==> src/logic/rtcc_map.vh <==
`ifndef RTCC_MAP_VH
`define RTCC_MAP_VH

// ==========================================================
// register offsets (byte addresses, one word each)
`define RTCC_OFF_CTRL      8'h00
`define RTCC_OFF_MODE      8'h04
`define RTCC_OFF_TIME      8'h08
`define RTCC_OFF_CAL       8'h0c
`define RTCC_OFF_STAT      8'h10
`define RTCC_OFF_SCLR      8'h14
`define RTCC_OFF_IEN       8'h18

// ==========================================================
// bit positions
`define RTCC_CTRL_TIME_REQ 0
`define RTCC_CTRL_CAL_REQ  1
`define RTCC_MODE_HR12     0
`define RTCC_MODE_PERSIAN  1
`define RTCC_ST_ACK        0
`define RTCC_ST_SEC        1
`define RTCC_ST_DATE_ERR   2
`define RTCC_ST_REJECT     3

// ==========================================================
// field ranges of the time and calendar words
`define RTCC_TIM_SEC       6:0
`define RTCC_TIM_MIN       14:8
`define RTCC_TIM_HOUR      21:16
`define RTCC_TIM_PM        22
`define RTCC_CAL_CENT      6:0
`define RTCC_CAL_YEAR      15:8
`define RTCC_CAL_MON       20:16
`define RTCC_CAL_DOW       23:21
`define RTCC_CAL_DATE      29:24

// ==========================================================
// bcd limits
`define RTCC_DIGIT_MAX     4'h9
`define RTCC_ZERO          8'h00
`define RTCC_MS_MAX        8'h59
`define RTCC_HR_MAX        8'h23
`define RTCC_HR12_MAX      8'h12
`define RTCC_ONE           8'h01
`define RTCC_PM_ADJ        8'h12
`define RTCC_PM_CARRY      8'h18
`define RTCC_PM_UNIT       4'h8
`define RTCC_DATE_MAX      8'h31
`define RTCC_MON_MAX       8'h12
`define RTCC_MON_FEB       8'h02
`define RTCC_MON_APR       8'h04
`define RTCC_MON_JUN       8'h06
`define RTCC_MON_SEP       8'h09
`define RTCC_MON_NOV       8'h11
`define RTCC_LEN_SHORT     8'h30
`define RTCC_LEN_FEB       8'h28
`define RTCC_LEN_LEAP      8'h29
`define RTCC_YEAR_MAX      8'h99
`define RTCC_DOW_MIN       3'h1
`define RTCC_DOW_MAX       3'h7
`define RTCC_CENT_LO       8'h19
`define RTCC_CENT_HI       8'h20
`define RTCC_PCENT_LO      8'h13
`define RTCC_PCENT_HI      8'h14

// ==========================================================
// reset values and timing
`define RTCC_TIME_RST      32'h00000000
`define RTCC_CAL_RST       32'h01c10020
`define RTCC_CLK_NS        10
`define RTCC_SEC_MS        1000
`define RTCC_NS_PER_MS     1000000

`endif

==> src/logic/rtcc_entry_check.v <==
`timescale 1ns/1ps
`include "rtcc_map.vh"

// ==========================================================
// range and bcd check of one time word and one calendar word
module rtcc_entry_check (
  input  wire [31:0] timeVal,   // time word to check
  input  wire [31:0] calVal,    // calendar word to check
  input  wire        hour12,    // hour field is in 12-hour form
  input  wire        persian,   // persian century range
  output wire        timeOk,    // time word acceptable
  output wire        calOk,     // calendar word acceptable
  output wire [7:0]  monthLen   // last date of the checked month
);

  function isBcd;
    input [7:0] v;
    isBcd = (v[3:0] <= `RTCC_DIGIT_MAX) && (v[7:4] <= `RTCC_DIGIT_MAX);
  endfunction

  function inRange;
    input [7:0] v;
    input [7:0] lo;
    input [7:0] hi;
    inRange = isBcd(v) && (v >= lo) && (v <= hi);
  endfunction

  wire [7:0] sec  = {1'b0, timeVal[`RTCC_TIM_SEC]};
  wire [7:0] min  = {1'b0, timeVal[`RTCC_TIM_MIN]};
  wire [7:0] hour = {2'b00, timeVal[`RTCC_TIM_HOUR]};
  wire       pm   = timeVal[`RTCC_TIM_PM];
  wire [7:0] cent = {1'b0, calVal[`RTCC_CAL_CENT]};
  wire [7:0] year = calVal[`RTCC_CAL_YEAR];
  wire [7:0] mon  = {3'b000, calVal[`RTCC_CAL_MON]};
  wire [7:0] date = {2'b00, calVal[`RTCC_CAL_DATE]};
  wire [2:0] dow  = calVal[`RTCC_CAL_DOW];

  // leap year on bcd digits: even tens with 0/4/8, odd tens with 2/6
  wire leap = year[4] ? (year[3:0] == 4'h2 || year[3:0] == 4'h6)
                      : (year[1:0] == 2'b00);

  assign monthLen = (mon == `RTCC_MON_FEB) ? (leap ? `RTCC_LEN_LEAP : `RTCC_LEN_FEB) :
                    (mon == `RTCC_MON_APR || mon == `RTCC_MON_JUN ||
                     mon == `RTCC_MON_SEP || mon == `RTCC_MON_NOV) ? `RTCC_LEN_SHORT : `RTCC_DATE_MAX;

  // hour range follows the mode and the pm indicator
  wire hourOk = hour12 ? inRange(hour, `RTCC_ONE, `RTCC_HR12_MAX)
                       : (inRange(hour, `RTCC_ZERO, `RTCC_HR_MAX) && !pm);

  assign timeOk = hourOk && inRange(min, `RTCC_ZERO, `RTCC_MS_MAX)
                         && inRange(sec, `RTCC_ZERO, `RTCC_MS_MAX);

  wire centOk = persian ? inRange(cent, `RTCC_PCENT_LO, `RTCC_PCENT_HI)
                        : inRange(cent, `RTCC_CENT_LO, `RTCC_CENT_HI);

  assign calOk = centOk && isBcd(year)
              && inRange(date, `RTCC_ONE, `RTCC_DATE_MAX)
              && inRange(mon, `RTCC_ONE, `RTCC_MON_MAX) && (date <= monthLen)
              && (dow >= `RTCC_DOW_MIN) && (dow <= `RTCC_DOW_MAX);

endmodule // rtcc_entry_check

==> src/logic/rtcc_calendar_check.v <==
// Strobed register access and the placing of the registers were left to the implementer.
`timescale 1ns/1ps
`include "rtcc_map.vh"

// ==========================================================
// time and calendar counters with entry check and update handshake
module rtcc_calendar_check #(
  parameter TICK_CYCLES = `RTCC_SEC_MS * `RTCC_NS_PER_MS / `RTCC_CLK_NS
) (
  input  wire        clk,        // 100 mhz clock
  input  wire        rst,        // synchronous reset, active high
  input  wire [7:0]  regAddr,    // register byte address
  input  wire [31:0] regWrData,  // write data
  input  wire        regWr,      // write strobe
  input  wire        regRd,      // read strobe
  output wire [31:0] regRdData,  // read data, cycle after the strobe
  output wire        irq         // interrupt, active high level
);

  // last count of the prescaler; the default gives one second at 100 mhz,
  // simulation passes a short value so seconds come quickly
  localparam [31:0] TICK_LAST = TICK_CYCLES - 1;

  // ==========================================================
  // helper functions

  // bcd increment of a two-digit value; a tens digit of 9 steps on to hex a,
  // so callers must catch their own last value before stepping past it
  function [7:0] bcdInc;
    input [7:0] v;
    bcdInc = (v[3:0] == `RTCC_DIGIT_MAX) ? {v[7:4] + 4'h1, 4'h0} : v + 8'h01;
  endfunction

  // bcd increment that wraps to a first value past the last one
  function [7:0] bcdStep;
    input [7:0] v;
    input [7:0] last;
    input [7:0] first;
    bcdStep = (v == last) ? first : bcdInc(v);
  endfunction

  // 12-hour bcd hour plus pm indicator to 24-hour bcd hour
  // 12 am is midnight and 12 pm is noon; other pm hours add twelve,
  // with an extra digit carry when the units digit is 8 or 9
  function [7:0] to24;
    input [7:0] h;
    input       pm;
    if (h == `RTCC_HR12_MAX)
      to24 = pm ? `RTCC_HR12_MAX : `RTCC_ZERO;
    else if (!pm)
      to24 = h;
    else if (h[3:0] >= `RTCC_PM_UNIT)
      to24 = h + `RTCC_PM_CARRY;
    else
      to24 = h + `RTCC_PM_ADJ;
  endfunction

  // ==========================================================
  // registers

  reg  [1:0]  ctrlReg;
  reg  [1:0]  modeReg;
  reg  [2:0]  ienReg;
  reg  [31:0] timeReg;
  reg  [31:0] calReg;
  reg         ackReg;
  reg         secReg;
  reg         errReg;
  reg         rejReg;
  reg         irqReg;
  reg  [31:0] rdDataReg;
  reg  [31:0] tickCntReg;

  reg  [31:0] timeNext;
  reg  [31:0] calNext;
  reg  [31:0] rdMux;

  // ==========================================================
  // bus decode; addresses are compared whole, so a byte offset
  // inside a word hits nothing and reads back as zero
  wire wrCtrl = regWr && (regAddr == `RTCC_OFF_CTRL);
  wire wrMode = regWr && (regAddr == `RTCC_OFF_MODE);
  wire wrTime = regWr && (regAddr == `RTCC_OFF_TIME);
  wire wrCal  = regWr && (regAddr == `RTCC_OFF_CAL);
  wire wrSclr = regWr && (regAddr == `RTCC_OFF_SCLR);
  wire wrIen  = regWr && (regAddr == `RTCC_OFF_IEN);

  // status clear bits sit at the same positions as the status bits
  wire clrAck = wrSclr && regWrData[`RTCC_ST_ACK];
  wire clrSec = wrSclr && regWrData[`RTCC_ST_SEC];
  wire clrErr = wrSclr && regWrData[`RTCC_ST_DATE_ERR];
  wire clrRej = wrSclr && regWrData[`RTCC_ST_REJECT];

  // ==========================================================
  // update requests and counter gating
  wire timeReq = ctrlReg[`RTCC_CTRL_TIME_REQ];
  wire calReq  = ctrlReg[`RTCC_CTRL_CAL_REQ];
  wire timeRun = !timeReq;
  wire calRun  = !timeReq && !calReq;

  // a request bit going from 0 to 1 is acknowledged on the next edge;
  // rewriting a bit that is already set raises no second acknowledge,
  // and the order of clear and field writes is left to software
  wire ackSet = wrCtrl && ((regWrData[1:0] & ~ctrlReg) != 2'b00);

  // ==========================================================
  // one-second prescaler, free running so the second event keeps
  // its rhythm while counting is stopped
  wire tick = (tickCntReg == TICK_LAST);

  always @(posedge clk) begin
    if (rst)
      tickCntReg <= 32'h00000000;
    else if (tick)
      tickCntReg <= 32'h00000000;
    else
      tickCntReg <= tickCntReg + 32'h00000001;
  end

  // ==========================================================
  // entry check on written words and constant check on counters
  wire       wrTimeOk;
  wire       wrCalOk;
  wire       cntTimeOk;
  wire       cntCalOk;
  wire [7:0] monthLen;

  // the write data are checked as both a time and a calendar word;
  // the address decides which of the two verdicts is used
  rtcc_entry_check wrCheck (
    .timeVal  (regWrData),
    .calVal   (regWrData),
    .hour12   (modeReg[`RTCC_MODE_HR12]),
    .persian  (modeReg[`RTCC_MODE_PERSIAN]),
    .timeOk   (wrTimeOk),
    .calOk    (wrCalOk),
    .monthLen ()
  );

  // counters always hold 24-hour values
  rtcc_entry_check cntCheck (
    .timeVal  (timeReg),
    .calVal   (calReg),
    .hour12   (1'b0),
    .persian  (modeReg[`RTCC_MODE_PERSIAN]),
    .timeOk   (cntTimeOk),
    .calOk    (cntCalOk),
    .monthLen (monthLen)
  );

  // the counters are checked against the current century range, so a
  // mode change alone can make a good calendar bad and the reverse
  wire cntBad = !cntTimeOk || !cntCalOk;

  // writes land only while the matching group is stopped
  // a write outside the handshake is dropped without any status
  wire timeWrAllowed = wrTime && timeReq;
  wire calWrAllowed  = wrCal && calReq;
  wire timeTake = timeWrAllowed && wrTimeOk;
  wire calTake  = calWrAllowed && wrCalOk;
  wire rejSet   = (timeWrAllowed && !wrTimeOk) || (calWrAllowed && !wrCalOk);

  // 12-hour entries are stored as 24-hour values
  wire [7:0] hourIn    = {2'b00, regWrData[`RTCC_TIM_HOUR]};
  wire [7:0] hourStore = modeReg[`RTCC_MODE_HR12] ?
                         to24(hourIn, regWrData[`RTCC_TIM_PM]) : hourIn;
  wire [31:0] timeWrVal = {10'h000, hourStore[5:0], 1'b0,
                           regWrData[`RTCC_TIM_MIN], 1'b0, regWrData[`RTCC_TIM_SEC]};
  wire [31:0] calWrVal  = {2'b00, regWrData[`RTCC_CAL_DATE], regWrData[`RTCC_CAL_DOW],
                           regWrData[`RTCC_CAL_MON], regWrData[`RTCC_CAL_YEAR],
                           1'b0, regWrData[`RTCC_CAL_CENT]};

  // ==========================================================
  // current counter fields
  wire [7:0] secCur  = {1'b0, timeReg[`RTCC_TIM_SEC]};
  wire [7:0] minCur  = {1'b0, timeReg[`RTCC_TIM_MIN]};
  wire [7:0] hourCur = {2'b00, timeReg[`RTCC_TIM_HOUR]};
  wire [7:0] dateCur = {2'b00, calReg[`RTCC_CAL_DATE]};
  wire [7:0] monCur  = {3'b000, calReg[`RTCC_CAL_MON]};
  wire [7:0] yearCur = calReg[`RTCC_CAL_YEAR];
  wire [7:0] centCur = {1'b0, calReg[`RTCC_CAL_CENT]};
  wire [2:0] dowCur  = calReg[`RTCC_CAL_DOW];

  // ==========================================================
  // counting; a stopped calendar drops the day carry of midnight
  // the carry chain only ripples on a tick, so a counter holding a bad
  // value still steps and may roll over into a good one
  reg [7:0] secN;
  reg [7:0] minN;
  reg [7:0] hourN;
  reg [7:0] dateN;
  reg [7:0] monN;
  reg [7:0] yearN;
  reg [7:0] centN;
  reg [2:0] dowN;
  reg       dayCarry;

  always @* begin
    secN     = secCur;
    minN     = minCur;
    hourN    = hourCur;
    dateN    = dateCur;
    monN     = monCur;
    yearN    = yearCur;
    centN    = centCur;
    dowN     = dowCur;
    dayCarry = 1'b0;
    if (tick && timeRun) begin
      secN = bcdStep(secCur, `RTCC_MS_MAX, `RTCC_ZERO);
      if (secCur == `RTCC_MS_MAX) begin
        minN = bcdStep(minCur, `RTCC_MS_MAX, `RTCC_ZERO);
        if (minCur == `RTCC_MS_MAX) begin
          hourN    = bcdStep(hourCur, `RTCC_HR_MAX, `RTCC_ZERO);
          dayCarry = (hourCur == `RTCC_HR_MAX);
        end
      end
    end
    if (dayCarry && calRun) begin
      dowN  = (dowCur == `RTCC_DOW_MAX) ? `RTCC_DOW_MIN : dowCur + 3'h1;
      dateN = bcdStep(dateCur, monthLen, `RTCC_ONE);
      if (dateCur == monthLen) begin
        monN = bcdStep(monCur, `RTCC_MON_MAX, `RTCC_ONE);
        if (monCur == `RTCC_MON_MAX) begin
          yearN = bcdStep(yearCur, `RTCC_YEAR_MAX, `RTCC_ZERO);
          if (yearCur == `RTCC_YEAR_MAX)
            centN = bcdInc(centCur);
        end
      end
    end
  end

  // accepted writes win over counting; rejected ones change nothing
  always @* begin
    if (timeTake)
      timeNext = timeWrVal;
    else
      timeNext = {10'h000, hourN[5:0], 1'b0, minN[6:0], 1'b0, secN[6:0]};
    if (calTake)
      calNext = calWrVal;
    else
      calNext = {2'b00, dateN[5:0], dowN, monN[4:0], yearN, 1'b0, centN[6:0]};
  end

  // ==========================================================
  // control, mode and enable registers plus the counters
  // unused upper bits of these registers are dropped on write
  always @(posedge clk) begin
    if (rst) begin
      ctrlReg <= 2'h0;
      modeReg <= 2'h0;
      ienReg  <= 3'h0;
      timeReg <= `RTCC_TIME_RST;
      calReg  <= `RTCC_CAL_RST;
    end else begin
      if (wrCtrl)
        ctrlReg <= regWrData[1:0];
      if (wrMode)
        modeReg <= regWrData[1:0];
      if (wrIen)
        ienReg <= regWrData[2:0];
      timeReg <= timeNext;
      calReg  <= calNext;
    end
  end

  // ==========================================================
  // sticky status flags; a set in the clearing cycle wins
  always @(posedge clk) begin
    if (rst) begin
      ackReg <= 1'b0;
      secReg <= 1'b0;
      errReg <= 1'b0;
      rejReg <= 1'b0;
    end else begin
      ackReg <= ackSet || (ackReg && !clrAck);
      secReg <= tick || (secReg && !clrSec);
      // the bad value keeps setting the flag, so a clear only sticks
      // once the counters are good again; roll-over alone never clears
      errReg <= cntBad || (errReg && !clrErr);
      rejReg <= rejSet || (rejReg && !clrRej);
    end
  end

  // ==========================================================
  // interrupt, registered so the output never glitches
  // this costs one cycle of latency behind the flags
  always @(posedge clk) begin
    if (rst)
      irqReg <= 1'b0;
    else
      irqReg <= |({errReg, secReg, ackReg} & ienReg);
  end

  // ==========================================================
  // read mux; the status clear register is write only
  always @* begin
    case (regAddr)
      `RTCC_OFF_CTRL: rdMux = {30'h0, ctrlReg};
      `RTCC_OFF_MODE: rdMux = {30'h0, modeReg};
      `RTCC_OFF_TIME: rdMux = timeReg;
      `RTCC_OFF_CAL:  rdMux = calReg;
      `RTCC_OFF_STAT: rdMux = {28'h0000000, rejReg, errReg, secReg, ackReg};
      `RTCC_OFF_IEN:  rdMux = {29'h0, ienReg};
      default:        rdMux = 32'h00000000;
    endcase
  end

  // read data stand only in the cycle after the strobe
  // zero between reads keeps stale status from looking like a fresh answer
  always @(posedge clk) begin
    if (rst)
      rdDataReg <= 32'h00000000;
    else if (regRd)
      rdDataReg <= rdMux;
    else
      rdDataReg <= 32'h00000000;
  end

  assign regRdData = rdDataReg;
  assign irq       = irqReg;

endmodule // rtcc_calendar_check

==> config.mk <==
export PLATFORM = sky130hd
export DESIGN_NAME = rtcc_calendar_check
export DESIGN_NICKNAME = d
export VERILOG_FILES = /design/src/logic/rtcc_entry_check.v /design/src/logic/rtcc_calendar_check.v
export VERILOG_INCLUDE_DIRS = /design/src /design/src/logic
export SDC_FILE = /design/constraint.sdc
export NUM_CORES = 1
export LEC_CHECK = 0
export BUFFER_PORTS_ARGS = -buffer_cell sky130_fd_sc_hd__buf_4
export CAP_MARGIN = 20
export CELL_PAD_IN_SITES_DETAIL_PLACEMENT = 1
export CELL_PAD_IN_SITES_GLOBAL_PLACEMENT = 1
export CORE_ASPECT_RATIO = 1.2
export CORE_MARGIN = 2
export CORE_UTILIZATION = 45
export DETAILED_ROUTE_END_ITERATION = 8
export GPL_TIMING_DRIVEN = 0
export PLACE_DENSITY_LB_ADDON = 0.1
export SLEW_MARGIN = 5
export SYNTH_ARGS = -nofsm -noshare
export SYNTH_HDL_FRONTEND = slang
export SYNTH_HIERARCHICAL = 1
export SYNTH_SLANG_ARGS = --single-unit
==> constraint.sdc <==
create_clock -name clk -period 4.46 [get_ports clk]
set_input_delay 0.669 -clock clk [delete_from_list [all_inputs] [get_ports clk]]
set_output_delay 0.669 -clock clk [all_outputs]
set_load 0.05 [all_outputs]
==> results.py <==
metrics = {
    "final_layout": {
        "num_antenna_cells": 0,
        "utilization": 0.544,
        "layout-drive-gt1-share": 0.121,
        "mostFrequentLayoutCell": "sky130_fd_sc_hd__dfxtp_1",
        "layout_area_growth_over_synthesis_pct": 18.2,
        "num-fill-cells": 2130,
        "layout_common_cells": "sky130_fd_sc_hd__dfxtp_1, sky130_fd_sc_hd__nor2_1, sky130_fd_sc_hd__buf_4, sky130_fd_sc_hd__nand2_1, sky130_fd_sc_hd__nand3_1",
        "nets": 1155,
    },
    "timing": {
        "finalSetupTns_ns": 0,
        "finalSetupViolCount": 0,
        "final_period_minus_worst_setup_slack_ns": 4.12,
        "post-route-period-util": 0.925,
        "maximum_clock_rate_mhz": 243,
        "rsz0062_at_grt": "no",
        "layout_skew_ns": 0.00853,
        "pnr_worst_setup_slack_ns": 0.336,
        "max_slew_margin": 0.298,
        "worst-slew-pin-transition_ns": 1.04,
        "report.final.slew_viol_count": 0,
        "finalHoldViolCount": 0,
    },
    "critical_path": {
        "crit_type": "input pin to flop",
        "worstPathBufferInverterCount": 3,
        "critical_path.endpoint_type": "flop",
        "reg2reg_slack_ns": 0.90,
        "worst-path-stages": 15,
        "timing.critical_path.slowest_stage_cell": "sky130_fd_sc_hd__clkbuf_1",
        "critical_path.cell_chain": "buf_4 -> nor3_1 -> nand3b_1 -> ha_1 -> o21a_1 -> o21ai_0 -> a21oi_1 -> nor4_2 -> and3_1 -> and3_1 -> clkbuf_1 -> clkbuf_1 -> a21oi_1 -> nand4_1 -> o221ai_1",
        "crit_fanout": 10,
        "cpLargestDelayFamily": "simple AND/OR/NAND/NOR gates",
        "timing.critical_path.required_ns": 4.74,
        "rr_worst_depth": 8,
        "cp-start-kind": "input pin",
        "arrival_ns": 4.40,
        "slowest_stage_delay_cp_ns": 0.51,
    },
    "clock_tree": {
        "tritoncts": "built",
        "postCtsResizedCells": 0,
        "post_cts.repair.setup_buffers": 0,
        "clock_sink_count": 122,
        "insertion_delay_ns": 0.43,
        "clkTransAtPathRegs_ns": 0.06,
        "clockBufferDepth": 2,
        "post_cts_hold_buffer_count": 0,
        "h-tree-depth": 4,
        "clock-root-buffer": "sky130_fd_sc_hd__clkbuf_16",
        "cts_made_buffers": 17,
    },
    "grt": {
        "grt_first_pass_wirelength_mm": 46.4,
        "grt_pass1_vias": 8452,
        "groute.usage.overall": 0.331,
        "global_route_total_overflow": 0,
        "pin_count_of_the_biggest_net_entering_global_routing": 17,
        "antenna_found_initial": 0,
    },
    "pwr": {
        "power_per_cell_area_mw_per_mm2": 291,
        "power.total_w": 0.00268,
        "vdd_ir_drop_max_uv": 248,
        "power.leakage_nw": 3.33,
    },
    "run": {
        "cap_violations": 0,
    },
    "worst_hold_path": {
        "holdCritPathClass": "flop to flop",
        "hold_path_depth": 1,
    },
    "drt": {
        "drt_pass1_iterations": 5,
        "vias": 8406,
        "drt_drc": 0,
        "vias_per_cell": 6.42,
        "final_routed_wirelength_across_all_metal_layers_mm": 29.6,
        "routed_wire_length_per_instance_um": 22.6,
        "drc_violation_total_after_the_first_tritonroute_iteration": 657,
        "detail-route-antenna-nets": 0,
    },
    "run_status": {
        "status": "finished, final reports clean",
    },
    "floorplan": {
        "ioPinCount": 77,
        "core.rowCount": 52,
        "design.core.area_sq_mm": 0.0169,
        "initial_utilization": 0.460,
        "die_width_um": 124,
        "floorplan.die_area_sq_mm": 0.0184,
        "floorplan.die.height_um": 148,
    },
    "place": {
        "place_congestion": 0.937,
        "io_buffer_count": 69,
        "pre_cts_worst_setup_slack_ns": 0.0577,
        "post-dp-hpwl_mm": 22.1,
    },
    "yosys": {
        "synth_cells": 983,
        "yosys_warnings": 6,
        "syn-cell-area_sq_mm": 0.00779,
        "syn-mean-instance-area_sq_um": 7.92,
    },
}
stage by stage:
stage / hold slack [ns] / cells / cell area, sq um
2_1_floorplan: 0.418 / 991 / 7820
3_3_place_gp: 0.429 / 1276 / 8610
3_5_place_dp: 0.442 / 1277 / 8620
4_1_cts: 0.480 / 1309 / 9200
5_1_grt: 0.499 / 1310 / 9210
6_report: 0.470 / 1310 / 9210
routing by layer:
layer  up-vias  global-route usage  share of wire
met2       305               0.562           0.49
met4         0               0.218          0.066
met1      4124               0.375           0.39
met3       101              0.0598          0.051
li1       3876                   -              -
met5         -                   0              0
state kept, by name (all words and copies together), names as in the netlist:
signal,flops
irq,1
timeReg,20
errReg,1
ctrlReg,2
tickCntReg,32
ackReg,1
rejReg,1
calReg,29
regRdData,29
secReg,1
modeReg,2
ienReg,3
power breakdown:
| group | switching, W | internal [W] | leakage, nW | total (W) |
|---|---|---|---|---|
| combinational | 0.000107 | 0.0000587 | 2.07 | 0.000166 |
| sequential | 0.00000612 | 0.00109 | 0.984 | 0.00110 |
| clock | 0.000538 | 0.000875 | 0.280 | 0.00141 |
path summary, 6_finish.rpt:
kind,from,endpoint
max,regWrData[16],calReg[17]
min reg2reg,tickCntReg[0],tickCntReg[0]
max reg2reg,timeReg[16],calReg[10]
min,tickCntReg[0],tickCntReg[0]
area by class of cell:
type	count	area, sq um	area share
Multi-Input combinational cell	780	5000	0.543
Inverter	29	109	0.0118
Tap cell	216	270	0.0293
Timing Repair Buffer	71	533	0.0579
Clock inverter	12	150	0.0163
Buffer	60	263	0.0285
Clock buffer	20	437	0.0474
Sequential cell	122	2440	0.265
Note: power is estimated with default switching activity, not from simulation.
